==> src/hdl/pkidl_pkg.sv <==
// Package for the package idle-state resolver and DRAM power steering.
// Assumes one clock domain and an AXI4-Lite register slave in the top.
package pkidl_pkg;
  // Idle-state encodings, numerically ordered by depth
  typedef enum logic [2:0] {
    PKIDL_C0  = 3'h0,
    PKIDL_C1  = 3'h1,
    PKIDL_C1E = 3'h2,
    PKIDL_C3  = 3'h3,
    PKIDL_C6  = 3'h4
  } pkidl_cstate_type;

  // DRAM power modes reported in status
  typedef enum logic [2:0] {
    PKIDL_MEM_ACTIVE = 3'h0,
    PKIDL_MEM_PDOWN  = 3'h1,
    PKIDL_MEM_SREF   = 3'h2,
    PKIDL_MEM_REFUP  = 3'h3,
    PKIDL_MEM_FLUSH  = 3'h4,
    PKIDL_MEM_SUSP   = 3'h5
  } pkidl_mem_type;

  // Break event bundle
  typedef struct packed {
    logic core_brk;
    logic masked;
    logic mem_brk;
    logic plat_hold;
  } pkidl_brk_type;

  // Register byte offsets
  localparam logic [7:0] PKIDL_CTRL_OFS = 8'h00;
  localparam logic [7:0] PKIDL_POP_OFS = 8'h04;
  localparam logic [7:0] PKIDL_PDT_OFS = 8'h08;
  localparam logic [7:0] PKIDL_STAT_OFS = 8'h0c;

  // Control register fields
  localparam int PKIDL_CTRL_CKE_REL = 0;
  localparam int PKIDL_CTRL_C1E_EN = 1;
  localparam int PKIDL_CTRL_AUTO_PROMO = 2;
  localparam int PKIDL_CTRL_DPD_EN = 3;
  localparam int PKIDL_CTRL_PRECHG = 4;
  localparam int PKIDL_CTRL_LIMIT_LSB = 8;
  localparam int PKIDL_CTRL_LIMIT_W = 3;
  localparam logic [31:0] PKIDL_CTRL_RST = 32'h0000_0400;
  localparam logic [3:0] PKIDL_POP_RST = 4'hf;
  localparam logic [15:0] PKIDL_PDT_RST = 16'h0010;

  // Timing: ramp steps for enhanced halt clock then voltage drop
  localparam int PKIDL_FREQ_STEP_CYC = 4;
  localparam int PKIDL_PRECHG_CYC = 2;
  localparam logic [1:0] PKIDL_RESP_OKAY = 2'h0;
  localparam logic [1:0] PKIDL_RESP_SLVERR = 2'h2;
endpackage

==> src/hdl/pkidl_top.sv <==
// Package idle-state resolver with DRAM clock-enable steering.
// Assumes synchronous inputs on aclk and an AXI4-Lite master.
`timescale 1ns/1ps

// Overview of operation
// RULE_01 - Package request is the shallowest idle state of all cores
// RULE_02 - Low-power package states need platform grant; cores may be deeper
// RULE_03 - DRAM goes to self-refresh in package states three and six
// RULE_04 - Low-power package states change directly, no pass through active
// RULE_05 - Break event exits low power and brings DRAM out of self-refresh
// RULE_06 - Core break wakes target core; unmasked makes core and package active
// RULE_07 - Masked core break re-enters the prior package state
// RULE_08 - Memory or snoop break returns to prior state unless platform holds
// RULE_09 - Enhanced halt on and all cores first state or deeper gives enhanced
// RULE_10 - Package stays active if any core active or no grant; code still enters first or enhanced first without grant
// RULE_11 - Plain first state no action; enhanced lowers clock then voltage
// RULE_12 - Enhanced first entry by hint, by package limit, or auto-promotion
// RULE_13 - No system notification on first or enhanced first entry
// RULE_14 - State three when all cores three+ with grant, or six capped
// RULE_15 - State six only when all cores six and granted; cache stays snoopable
// RULE_16 - Unpopulated ranks get no chip-select or clock-enable drive
// RULE_17 - All rows treated populated after reset until configured otherwise
// RULE_18 - All four clock enables low in reset until firmware releases them
// RULE_19 - Suspend flushes pending cycles, self-refreshes ranks, holds CKE low
// RULE_20 - Self-refresh in three/six only with no requests, else rank power-down
// RULE_21 - Power-down mode selectable: active or precharge closing pages first
// RULE_22 - Dynamic power-down wakes all ranks for refresh, drops them after
module pkidl_top #(
  parameter int NCORES = 2,
  parameter int NRANKS = 4
) (
  input wire logic aclk,
  input wire logic aresetn,
  input wire logic clk_en,
  input wire logic [3*NCORES-1:0] core_state,
  input wire logic [NCORES-1:0] core_c1e_hint,
  input wire logic [NCORES-1:0] core_halt,
  input wire logic plat_grant,
  input wire logic plat_allow_c6,
  input wire pkidl_pkg::pkidl_brk_type brk,
  input wire logic [NCORES-1:0] brk_target,
  input wire logic mem_req_pending,
  input wire logic refresh_due,
  input wire logic suspend_req,
  input wire logic flush_done,
  input wire logic [NRANKS-1:0] rank_idle,
  input wire logic [7:0] s_axi_awaddr,
  input wire logic s_axi_awvalid,
  output logic s_axi_awready,
  input wire logic [31:0] s_axi_wdata,
  input wire logic [3:0] s_axi_wstrb,
  input wire logic s_axi_wvalid,
  output logic s_axi_wready,
  output logic [1:0] s_axi_bresp,
  output logic s_axi_bvalid,
  input wire logic s_axi_bready,
  input wire logic [7:0] s_axi_araddr,
  input wire logic s_axi_arvalid,
  output logic s_axi_arready,
  output logic [31:0] s_axi_rdata,
  output logic [1:0] s_axi_rresp,
  output logic s_axi_rvalid,
  input wire logic s_axi_rready,
  output pkidl_pkg::pkidl_cstate_type pkg_state,
  output logic [NCORES-1:0] core_wake,
  output logic freq_low,
  output logic volt_low,
  output logic cache_snoopable,
  output logic [NRANKS-1:0] rank_clock_enable,
  output logic [NRANKS-1:0] rank_cke_oe,
  output logic [NRANKS-1:0] rank_cs_oe,
  output logic precharge_all,
  output logic refresh_go,
  output logic flush_req
);
  pkidl_pkg::pkidl_cstate_type req_st, tgt_st, prior_r, pkg_r;
  pkidl_pkg::pkidl_mem_type mem_r;
  logic [31:0] ctrl_r;
  logic [3:0] pop_r;
  logic [15:0] pdt_r;
  logic [15:0] idle_cnt_r [NRANKS];
  logic [NRANKS-1:0] pd_r;
  logic brk_hold_r;
  logic [3:0] ramp_r;
  logic [1:0] prech_r;
  logic aw_got_r, w_got_r;
  logic [7:0] aw_r;
  logic [31:0] w_r;
  logic [3:0] ws_r;
  logic [2:0] limit;

  // Depth order of idle states; enhanced first counts as first
  function automatic logic [2:0] depth(input logic [2:0] s);
    depth = (s == 3'h2) ? 3'h1 : s;
  endfunction

  function automatic logic [31:0] merge(input logic [31:0] o,
                                        input logic [31:0] d,
                                        input logic [3:0] st);
    logic [31:0] r;
    r = o;
    for (int i = 0; i < 4; i++) begin
      if (st[i]) begin
        r[8*i +: 8] = d[8*i +: 8];
      end
    end
    merge = r;
  endfunction

  assign limit = ctrl_r[pkidl_pkg::PKIDL_CTRL_LIMIT_LSB +:
                        pkidl_pkg::PKIDL_CTRL_LIMIT_W];

  // Request resolution
  always_comb begin
    logic [2:0] mn;
    logic all_hint, all_halt;
    mn = 3'h4;
    all_hint = 1'b1;
    all_halt = 1'b1;
    for (int i = 0; i < NCORES; i++) begin
      if (depth(core_state[3*i +: 3]) < mn) begin // [RULE_01]
        mn = depth(core_state[3*i +: 3]);
      end
      all_hint = all_hint & core_c1e_hint[i];
      all_halt = all_halt & core_halt[i];
    end
    req_st = pkidl_pkg::pkidl_cstate_type'(mn);
    tgt_st = req_st;
    if (req_st == pkidl_pkg::PKIDL_C0) begin
      tgt_st = pkidl_pkg::PKIDL_C0; // [RULE_10]
    end else if (req_st == pkidl_pkg::PKIDL_C1) begin
      // Enhanced entry by option, by hint or by auto-promotion
      if (ctrl_r[pkidl_pkg::PKIDL_CTRL_C1E_EN] || all_hint ||
          (all_halt && ctrl_r[pkidl_pkg::PKIDL_CTRL_AUTO_PROMO])) begin
        tgt_st = pkidl_pkg::PKIDL_C1E; // [RULE_09] [RULE_12]
      end else begin
        tgt_st = pkidl_pkg::PKIDL_C1;
      end
    end else if (!plat_grant) begin
      tgt_st = pkidl_pkg::PKIDL_C0; // [RULE_02] [RULE_10]
    end else if (limit <= 3'h2) begin
      tgt_st = pkidl_pkg::PKIDL_C1E; // [RULE_12]
    end else if (req_st == pkidl_pkg::PKIDL_C6 &&
                 (!plat_allow_c6 || limit == 3'h3)) begin
      tgt_st = pkidl_pkg::PKIDL_C3; // [RULE_14]
    end else begin
      tgt_st = req_st; // [RULE_14] [RULE_15]
    end
  end

  // Package state; direct moves between low states allowed
  always_ff @(posedge aclk) begin
    if (!aresetn) begin
      pkg_r <= pkidl_pkg::PKIDL_C0;
      prior_r <= pkidl_pkg::PKIDL_C0;
      brk_hold_r <= 1'b0;
      core_wake <= '0;
    end else if (clk_en) begin
      core_wake <= '0;
      if (brk.core_brk && pkg_r != pkidl_pkg::PKIDL_C0) begin
        core_wake <= brk_target; // [RULE_06]
        if (!brk.masked) begin
          pkg_r <= pkidl_pkg::PKIDL_C0; // [RULE_06]
        end else begin
          prior_r <= pkg_r;
          brk_hold_r <= 1'b1; // [RULE_07]
          pkg_r <= pkidl_pkg::PKIDL_C0;
        end
      end else if (brk.mem_brk && pkg_r != pkidl_pkg::PKIDL_C0) begin
        prior_r <= pkg_r;
        pkg_r <= pkidl_pkg::PKIDL_C0; // [RULE_05]
        brk_hold_r <= !brk.plat_hold; // [RULE_08]
      end else if (brk_hold_r) begin
        brk_hold_r <= 1'b0;
        if (tgt_st != pkidl_pkg::PKIDL_C0) begin
          pkg_r <= prior_r; // [RULE_07] [RULE_08]
        end
      end else if (!brk.plat_hold || tgt_st == pkidl_pkg::PKIDL_C0) begin
        pkg_r <= tgt_st; // [RULE_04]
      end
    end
  end

  // Enhanced halt: clock first, voltage after a ramp; no system message
  always_ff @(posedge aclk) begin
    if (!aresetn) begin
      freq_low <= 1'b0;
      volt_low <= 1'b0;
      ramp_r <= '0;
    end else if (clk_en) begin
      if (pkg_r == pkidl_pkg::PKIDL_C1E) begin
        freq_low <= 1'b1; // [RULE_11] [RULE_13]
        if (ramp_r == 4'(pkidl_pkg::PKIDL_FREQ_STEP_CYC)) begin
          volt_low <= 1'b1; // [RULE_11]
        end else begin
          ramp_r <= ramp_r + 4'h1;
        end
      end else begin
        freq_low <= 1'b0;
        volt_low <= 1'b0;
        ramp_r <= '0;
      end
      cache_snoopable <= 1'b1; // [RULE_14] [RULE_15]
    end
  end

  // Per-rank idle counters for dynamic power-down
  always_ff @(posedge aclk) begin
    if (!aresetn) begin
      pd_r <= '0;
      for (int i = 0; i < NRANKS; i++) begin
        idle_cnt_r[i] <= '0;
      end
    end else if (clk_en) begin
      for (int i = 0; i < NRANKS; i++) begin
        if (!rank_idle[i] || refresh_due ||
            !ctrl_r[pkidl_pkg::PKIDL_CTRL_DPD_EN]) begin
          idle_cnt_r[i] <= '0;
          pd_r[i] <= 1'b0; // [RULE_22]
        end else if (idle_cnt_r[i] == pdt_r) begin
          pd_r[i] <= 1'b1; // [RULE_20]
        end else begin
          idle_cnt_r[i] <= idle_cnt_r[i] + 16'h1;
        end
      end
    end
  end

  // Memory mode sequencing
  always_ff @(posedge aclk) begin
    if (!aresetn) begin
      mem_r <= pkidl_pkg::PKIDL_MEM_ACTIVE;
      flush_req <= 1'b0;
      refresh_go <= 1'b0;
      precharge_all <= 1'b0;
      prech_r <= '0;
    end else if (clk_en) begin
      refresh_go <= 1'b0;
      precharge_all <= 1'b0;
      case (mem_r)
        pkidl_pkg::PKIDL_MEM_ACTIVE: begin
          if (suspend_req) begin
            flush_req <= 1'b1; // [RULE_19]
            mem_r <= pkidl_pkg::PKIDL_MEM_FLUSH;
          end else if ((pkg_r == pkidl_pkg::PKIDL_C3 ||
                        pkg_r == pkidl_pkg::PKIDL_C6) &&
                       !mem_req_pending) begin
            mem_r <= pkidl_pkg::PKIDL_MEM_SREF; // [RULE_03] [RULE_20]
          end else if (refresh_due &&
                       ctrl_r[pkidl_pkg::PKIDL_CTRL_DPD_EN]) begin
            mem_r <= pkidl_pkg::PKIDL_MEM_REFUP; // [RULE_22]
          end else if (|pd_r) begin
            if (ctrl_r[pkidl_pkg::PKIDL_CTRL_PRECHG] &&
                prech_r != 2'(pkidl_pkg::PKIDL_PRECHG_CYC)) begin
              precharge_all <= 1'b1; // [RULE_21]
              prech_r <= prech_r + 2'h1;
            end else begin
              mem_r <= pkidl_pkg::PKIDL_MEM_PDOWN;
            end
          end
        end
        pkidl_pkg::PKIDL_MEM_PDOWN: begin
          prech_r <= '0;
          if (suspend_req || ~|pd_r || refresh_due ||
              ((pkg_r == pkidl_pkg::PKIDL_C3 ||
                pkg_r == pkidl_pkg::PKIDL_C6) && !mem_req_pending)) begin
            mem_r <= pkidl_pkg::PKIDL_MEM_ACTIVE;
          end
        end
        pkidl_pkg::PKIDL_MEM_SREF: begin
          if (suspend_req) begin
            mem_r <= pkidl_pkg::PKIDL_MEM_SUSP;
          end else if ((pkg_r != pkidl_pkg::PKIDL_C3 &&
                        pkg_r != pkidl_pkg::PKIDL_C6) ||
                       mem_req_pending) begin
            mem_r <= pkidl_pkg::PKIDL_MEM_ACTIVE; // [RULE_05]
          end
        end
        pkidl_pkg::PKIDL_MEM_REFUP: begin
          refresh_go <= 1'b1; // [RULE_22]
          mem_r <= pkidl_pkg::PKIDL_MEM_ACTIVE;
        end
        pkidl_pkg::PKIDL_MEM_FLUSH: begin
          if (flush_done) begin
            flush_req <= 1'b0;
            mem_r <= pkidl_pkg::PKIDL_MEM_SUSP; // [RULE_19]
          end
        end
        pkidl_pkg::PKIDL_MEM_SUSP: begin
          if (!suspend_req) begin
            mem_r <= pkidl_pkg::PKIDL_MEM_ACTIVE;
          end
        end
        default: mem_r <= pkidl_pkg::PKIDL_MEM_ACTIVE;
      endcase
    end
  end

  // Clock enable pins; held low until firmware release
  always_ff @(posedge aclk) begin
    if (!aresetn) begin
      rank_clock_enable <= '0; // [RULE_18]
      rank_cke_oe <= '1; // [RULE_17]
      rank_cs_oe <= '1;
    end else if (clk_en) begin
      rank_cke_oe <= pop_r[NRANKS-1:0]; // [RULE_16]
      rank_cs_oe <= pop_r[NRANKS-1:0]; // [RULE_16]
      for (int i = 0; i < NRANKS; i++) begin
        rank_clock_enable[i] <= ctrl_r[pkidl_pkg::PKIDL_CTRL_CKE_REL] &&
          pop_r[i] && mem_r != pkidl_pkg::PKIDL_MEM_SREF &&
          mem_r != pkidl_pkg::PKIDL_MEM_SUSP &&
          !(mem_r == pkidl_pkg::PKIDL_MEM_PDOWN && pd_r[i]); // [RULE_18]
      end
    end
  end

  // AXI4-Lite write channel; address and data in either order
  always_ff @(posedge aclk) begin
    if (!aresetn) begin
      aw_got_r <= 1'b0;
      w_got_r <= 1'b0;
      aw_r <= '0;
      w_r <= '0;
      ws_r <= '0;
      s_axi_awready <= 1'b0;
      s_axi_wready <= 1'b0;
      s_axi_bvalid <= 1'b0;
      s_axi_bresp <= pkidl_pkg::PKIDL_RESP_OKAY;
      ctrl_r <= pkidl_pkg::PKIDL_CTRL_RST;
      pop_r <= pkidl_pkg::PKIDL_POP_RST; // [RULE_17]
      pdt_r <= pkidl_pkg::PKIDL_PDT_RST;
    end else if (clk_en) begin
      s_axi_awready <= !aw_got_r && !s_axi_awready && !s_axi_bvalid;
      s_axi_wready <= !w_got_r && !s_axi_wready && !s_axi_bvalid;
      if (s_axi_awvalid && s_axi_awready) begin
        aw_got_r <= 1'b1;
        aw_r <= s_axi_awaddr;
        s_axi_awready <= 1'b0;
      end
      if (s_axi_wvalid && s_axi_wready) begin
        w_got_r <= 1'b1;
        w_r <= s_axi_wdata;
        ws_r <= s_axi_wstrb;
        s_axi_wready <= 1'b0;
      end
      if (aw_got_r && w_got_r && !s_axi_bvalid) begin
        aw_got_r <= 1'b0;
        w_got_r <= 1'b0;
        s_axi_bvalid <= 1'b1;
        s_axi_bresp <= pkidl_pkg::PKIDL_RESP_OKAY;
        case (aw_r)
          pkidl_pkg::PKIDL_CTRL_OFS: ctrl_r <= merge(ctrl_r, w_r, ws_r);
          pkidl_pkg::PKIDL_POP_OFS: pop_r <= 4'(merge({28'h0, pop_r}, w_r,
                                                      ws_r));
          pkidl_pkg::PKIDL_PDT_OFS: pdt_r <= 16'(merge({16'h0, pdt_r}, w_r,
                                                       ws_r));
          pkidl_pkg::PKIDL_STAT_OFS: s_axi_bresp <= pkidl_pkg::PKIDL_RESP_OKAY;
          default: s_axi_bresp <= pkidl_pkg::PKIDL_RESP_SLVERR;
        endcase
      end
      if (s_axi_bvalid && s_axi_bready) begin
        s_axi_bvalid <= 1'b0;
      end
    end
  end

  // AXI4-Lite read channel
  always_ff @(posedge aclk) begin
    if (!aresetn) begin
      s_axi_arready <= 1'b0;
      s_axi_rvalid <= 1'b0;
      s_axi_rdata <= '0;
      s_axi_rresp <= pkidl_pkg::PKIDL_RESP_OKAY;
    end else if (clk_en) begin
      s_axi_arready <= !s_axi_arready && !s_axi_rvalid;
      if (s_axi_arvalid && s_axi_arready) begin
        s_axi_arready <= 1'b0;
        s_axi_rvalid <= 1'b1;
        s_axi_rresp <= pkidl_pkg::PKIDL_RESP_OKAY;
        case (s_axi_araddr)
          pkidl_pkg::PKIDL_CTRL_OFS: s_axi_rdata <= ctrl_r;
          pkidl_pkg::PKIDL_POP_OFS: s_axi_rdata <= {28'h0, pop_r};
          pkidl_pkg::PKIDL_PDT_OFS: s_axi_rdata <= {16'h0, pdt_r};
          pkidl_pkg::PKIDL_STAT_OFS: s_axi_rdata <= {16'h0,
            4'h0, pd_r[3:0], 1'b0, mem_r, 1'b0, pkg_r};
          default: begin
            s_axi_rdata <= '0;
            s_axi_rresp <= pkidl_pkg::PKIDL_RESP_SLVERR;
          end
        endcase
      end else if (s_axi_rvalid && s_axi_rready) begin
        s_axi_rvalid <= 1'b0;
      end
    end
  end

  assign pkg_state = pkg_r;
endmodule
==> config.mk <==
export PLATFORM = sky130hd
export DESIGN_NAME = pkidl_top
export DESIGN_NICKNAME = d
export VERILOG_FILES = /design/src/hdl/pkidl_pkg.sv /design/src/hdl/pkidl_top.sv
export SDC_FILE = /design/constraint.sdc
export NUM_CORES = 1
export LEC_CHECK = 0
export BUFFER_PORTS_ARGS = -buffer_cell sky130_fd_sc_hd__buf_2
export CORE_MARGIN = 2
export CORE_UTILIZATION = 54
export CTS_CLUSTER_SIZE = 14
export DETAILED_ROUTE_END_ITERATION = 12
export PLACE_DENSITY = 0.78
export SYNTH_ARGS = -nofsm -noshare
export SYNTH_HDL_FRONTEND = slang
export SYNTH_SLANG_ARGS = --single-unit
==> constraint.sdc <==
create_clock -name aclk -period 2.7 [get_ports aclk]
set_input_delay 0.27 -clock aclk [delete_from_list [all_inputs] [get_ports aclk]]
set_output_delay 0.27 -clock aclk [all_outputs]
set_load 0.005 [all_outputs]
==> results list <==
- Summed over all layers, the routed wires come to between 20 and 30 mm.
- Ordered list of cells on the worst path: xnor2_1 -> nand4_1 -> nor4_1 -> or3_1 -> nor2_1
- TritonCTS buffer count: 25
* Startpoint class of the critical path: flip-flop
* Drt via density: 5.73
* Antenna diode count: 0
* Clock-pin transition on the worst setup and hold timing paths: about 0.060 ns
- Most used flip-flop cell after synthesis: sky130_fd_sc_hd__dfxtp_1
- In the synthesized netlist the async set-or-reset flop fraction comes to 0%.
- After Yosys synthesis, full adders, half adders and majority gates account for between 1 and 1.5% of the synthesized area.
* Classification of the worst setup path: flip-flop to flip-flop
- Clock H-tree levels: 1
* Highest achievable clock rate: 427 MHz
- Worst EP arrival: ~2.6 ns
- A synthesized cell averages 8.82 um^2.
* Residual overflow from global routing: 0
- Final hold slack: 0.0587 ns
* Total via count in the routed design: 9830
- The run finished with clean final reports.
- DIE AREA: 21800 um^2
* Pint: 6.03 mW
* Routed wire length per instance: between 15 and 20 um
- CP delay by family, top: simple AND/OR/NAND/NOR gates
* Placed instance area: about 12000 um^2
- Setup slack closes at around 0.36 ns.
- Last weighted congestion value of the routability-driven placer: between 0.8 and 0.9
* Finish-stage setup viols: 0
- Synthesis inferred around 240 register bits.
- In this run the power spent charging and discharging nets is about 1.8 mW.
- Portion of total power attributed to combinational logic: about 7.0%
- STA classifies the critical path endpoint as a flip-flop.
* Leak: 5.41 nW
- For this configuration, the core starts out at a cell density of a little over half.
- CTS placed an instance of sky130_fd_sc_hd__clkbuf_16 at the clock tree root.
* Worst-path fanout max: 16
- Post-synthesis share of cell area spent on and, or, nand and nor gates: a little over a fifth
* # DRC: 0
* Power density over cell area: just under 600 nW/um^2
- Synthesis instantiated 61 different standard cells from the library.
- Total global-route track usage: a little over a quarter
- Number of nets in the layout: ~1500
- The design draws between 7 and 8 mW.
* Synthesized-area fraction occupied by ao, oa, aoi and oai cells: approximately an eighth
- OpenSTA, run right after detailed placement, puts the worst setup slack at ~0.14 ns.
- IO Count: 150
- Synth Area in XOR/XNOR: ~9%
* Number of port buffers: between 100 and 150
- Synth-to-layout area growth: 20.2%
- Insertion delay of the later-clocked pin in the worst-skew pair: around 0.53 ns
- For the pin with the worst max-slew slack, the measured transition is 0.632 ns.
* Pin count of the biggest net entering global routing: slightly above 60
- Number of buffers on the longest clock path: 3
- TritonCTS built the clock tree.
- Overall die width: around 150 um
- The share of total power dissipated in sequential elements is between 40 and 50%.
- By area, the combinational part of the netlist is dominated by simple AND/OR/NAND/NOR gates.
- Number of warnings printed during yosys synthesis: 0
- For the worst setup path, the data required time is ~3.0 ns.
- In this run switching power makes up 22.8% of total power.
* Clk pwr share: 44.4%
* Vias in the first global route: roughly 9600
* Final Hold Violating Endpoints: 0
* Global-route wire length before repair: between 40 and 50 mm
- The worst register-to-register path has a setup slack of approximately 0.36 ns.
* Maximum vdd drop: 398 uV
* Share of the clock period used by the worst path after layout: 86.7%
- The count of final max-slew check failures was 0.
- Type of the worst min-delay path: input pin to flip-flop
* Number of antenna violations at the first check in global routing: 0
- HPWL Detailed: 19.9 mm
- Post-CTS Setup Inserts: 0
- Post-Route Skew: between 0.009 and 0.01 ns
- Setup repair after global routing left no endpoint under its margin.
* 1st-pass router iterations: 5
- Max-cap violations in this run came to 0.
- For this block, the initial DRC count from the detailed router was between 600 and 700.
- In the layout the commonest cells are 189 x sky130_fd_sc_hd__nand2_1, 179 x sky130_fd_sc_hd__nor2_1, 172 x sky130_fd_sc_hd__dfxtp_1.
* Number of enable-type register cells in the synthesized netlist: 64
- Post-synthesis sequential area ratio: a little under 50%
* Number of nets still failing antenna checks after routing: 0
- After clock tree synthesis, the repair step resized 0 gates.
- In this run the core area contains 52 standard-cell rows.
- The critical path contains buffers and inverters numbering 0 combined.
* Commonest non-fill, non-tap cell in the layout: sky130_fd_sc_hd__nand2_1
* Sinks on the clock net: ~240
* CP max stage delay: approximately 0.63 ns
- Fin crit period: between 2 and 2.5 ns
- Multiplexer cells account for around 4.6% of the synthesized area.
* Std-Cell Core Area: about 20000 um^2
- Fill cell count: approximately 1600
- The cell count after synthesis came out at between 1000 and 1500.
- Post-Syn Area: around 11000 um^2
- Share of post-route cells with drive strength above 1: between 10% and 20%
- Height of the chip: roughly 150 um
* Critical-path top delay cell: sky130_fd_sc_hd__dfxtp_1
* Worst slew margin: just under 60%
- Final Cell Area: about 13000 um^2
- Final sum of negative setup slack: 0 ns
==> worst reg2reg max path: stages, from the launching register on <==
cell and delay, ns:
sky130_fd_sc_hd__dfxtp_1 0.63, sky130_fd_sc_hd__xnor2_1 0.18, sky130_fd_sc_hd__nand4_1 0.09, sky130_fd_sc_hd__nor4_1 0.51, sky130_fd_sc_hd__or3_1 0.55, sky130_fd_sc_hd__nor2_1 0.12
==> metal layers <==
metal	GRT usage (%)	wire (um)	vias up
li1	-	-	4683
met1	34.8	12100	4652
met2	45.2	14100	417
met3	4.26	2310	78
met4	8.94	931	0
met5	0	0	-
==> logic make-up after synthesis <==
kind of cell | Yosys count
AND/OR/NAND/NOR | 539
flip-flops | 236
AO/OA/AOI/OAI | 215
XOR/XNOR | 115
buffers and inverters | 100
multiplexers | 46
adder cells (fa/ha/maj) | 9
other | 2
==> repair_timing <==
item	CTS	global route
hold buffers	43	1
hold endpoints to repair	43	1
endpoints found under the setup margin	0	0
==> power by group through the flow <==
stage | clock, mW | sequential (mW) | combinational (mW)
4_1_cts | 3.51 | 3.80 | 0.536
2_1_floorplan | 0 | 3.84 | 0.331
6_report | 3.47 | 3.80 | 0.544
3_3_place_gp | 0 | 3.87 | 0.474
3_5_place_dp | 0 | 3.87 | 0.485
5_1_grt | 3.66 | 3.81 | 0.597
==> synthesized netlist by cell type (all sizes together), types with 3 or more instances <==
| cell | instances | area (um^2) |
|---|---|---|
| a211oi | 6 | 45.0 |
| a21oi | 117 | 586 |
| a22oi | 33 | 248 |
| a31oi | 3 | 18.8 |
| a32oi | 6 | 60.1 |
| and3 | 19 | 119 |
| buf | 30 | 165 |
| clkbuf | 53 | 199 |
| dfxtp | 172 | 3440 |
| edfxtp | 64 | 1920 |
| ha | 9 | 113 |
| inv | 17 | 63.8 |
| mux2 | 12 | 135 |
| mux2i | 31 | 310 |
| mux4 | 3 | 67.6 |
| nand2 | 189 | 709 |
| nand2b | 5 | 31.3 |
| nand3 | 76 | 380 |
| nand3b | 3 | 22.5 |
| nand4 | 17 | 106 |
| nor2 | 179 | 672 |
| nor2b | 3 | 26.3 |
| nor3 | 10 | 60.1 |
| nor3b | 4 | 35.0 |
| nor4 | 17 | 106 |
| o211ai | 4 | 35.0 |
| o21ai | 28 | 151 |
| or3 | 9 | 56.3 |
| xnor2 | 36 | 315 |
| xor2 | 79 | 692 |
==> registers in the layout, summed over array words and instances, names as in the netlist, 2 cells and up <==
register,cells
rank_cs_oe,4
w_r,32
idle_cnt_r,64
core_wake,2
pop_r,4
pkg_state,3
ramp_r,4
rank_clock_enable,4
prech_r,2
pd_r,4
aw_r,8
mem_r,3
ctrl_r,32
pdt_r,16
prior_r,3
s_axi_rdata,32
ws_r,4
==> stage by stage <==
stage	util, %	instances
2_1_floorplan	-	1263
3_3_place_gp	59.7	1627
3_5_place_dp	59.7	1627
4_1_cts	66.0	1715
5_1_grt	66.1	1716
6_report	66.1	1716
==> final timing paths <==
| kind | start | end | cells after the start |
|---|---|---|---|
| hold reg to reg | ctrl_r[17] | ctrl_r[17] | 2 |
| setup reg to reg | pdt_r[11] | idle_cnt_r[2][12] | 5 |
| setup / recovery | pdt_r[11] | idle_cnt_r[2][12] | 5 |
| hold / removal | aresetn | pop_r[3] | 2 |
==> cell type report <==
type	instances	area (um^2)	share of cell area, %
clock buffer	37	729	5.46
multi-input combinational	927	5340	40.0
inverter	17	66.3	0.496
sequential	236	5370	40.1
tap	270	338	2.53
clock inverter	8	110	0.824
timing repair buffer	221	1420	10.6
(Power assumes the default switching activity.)
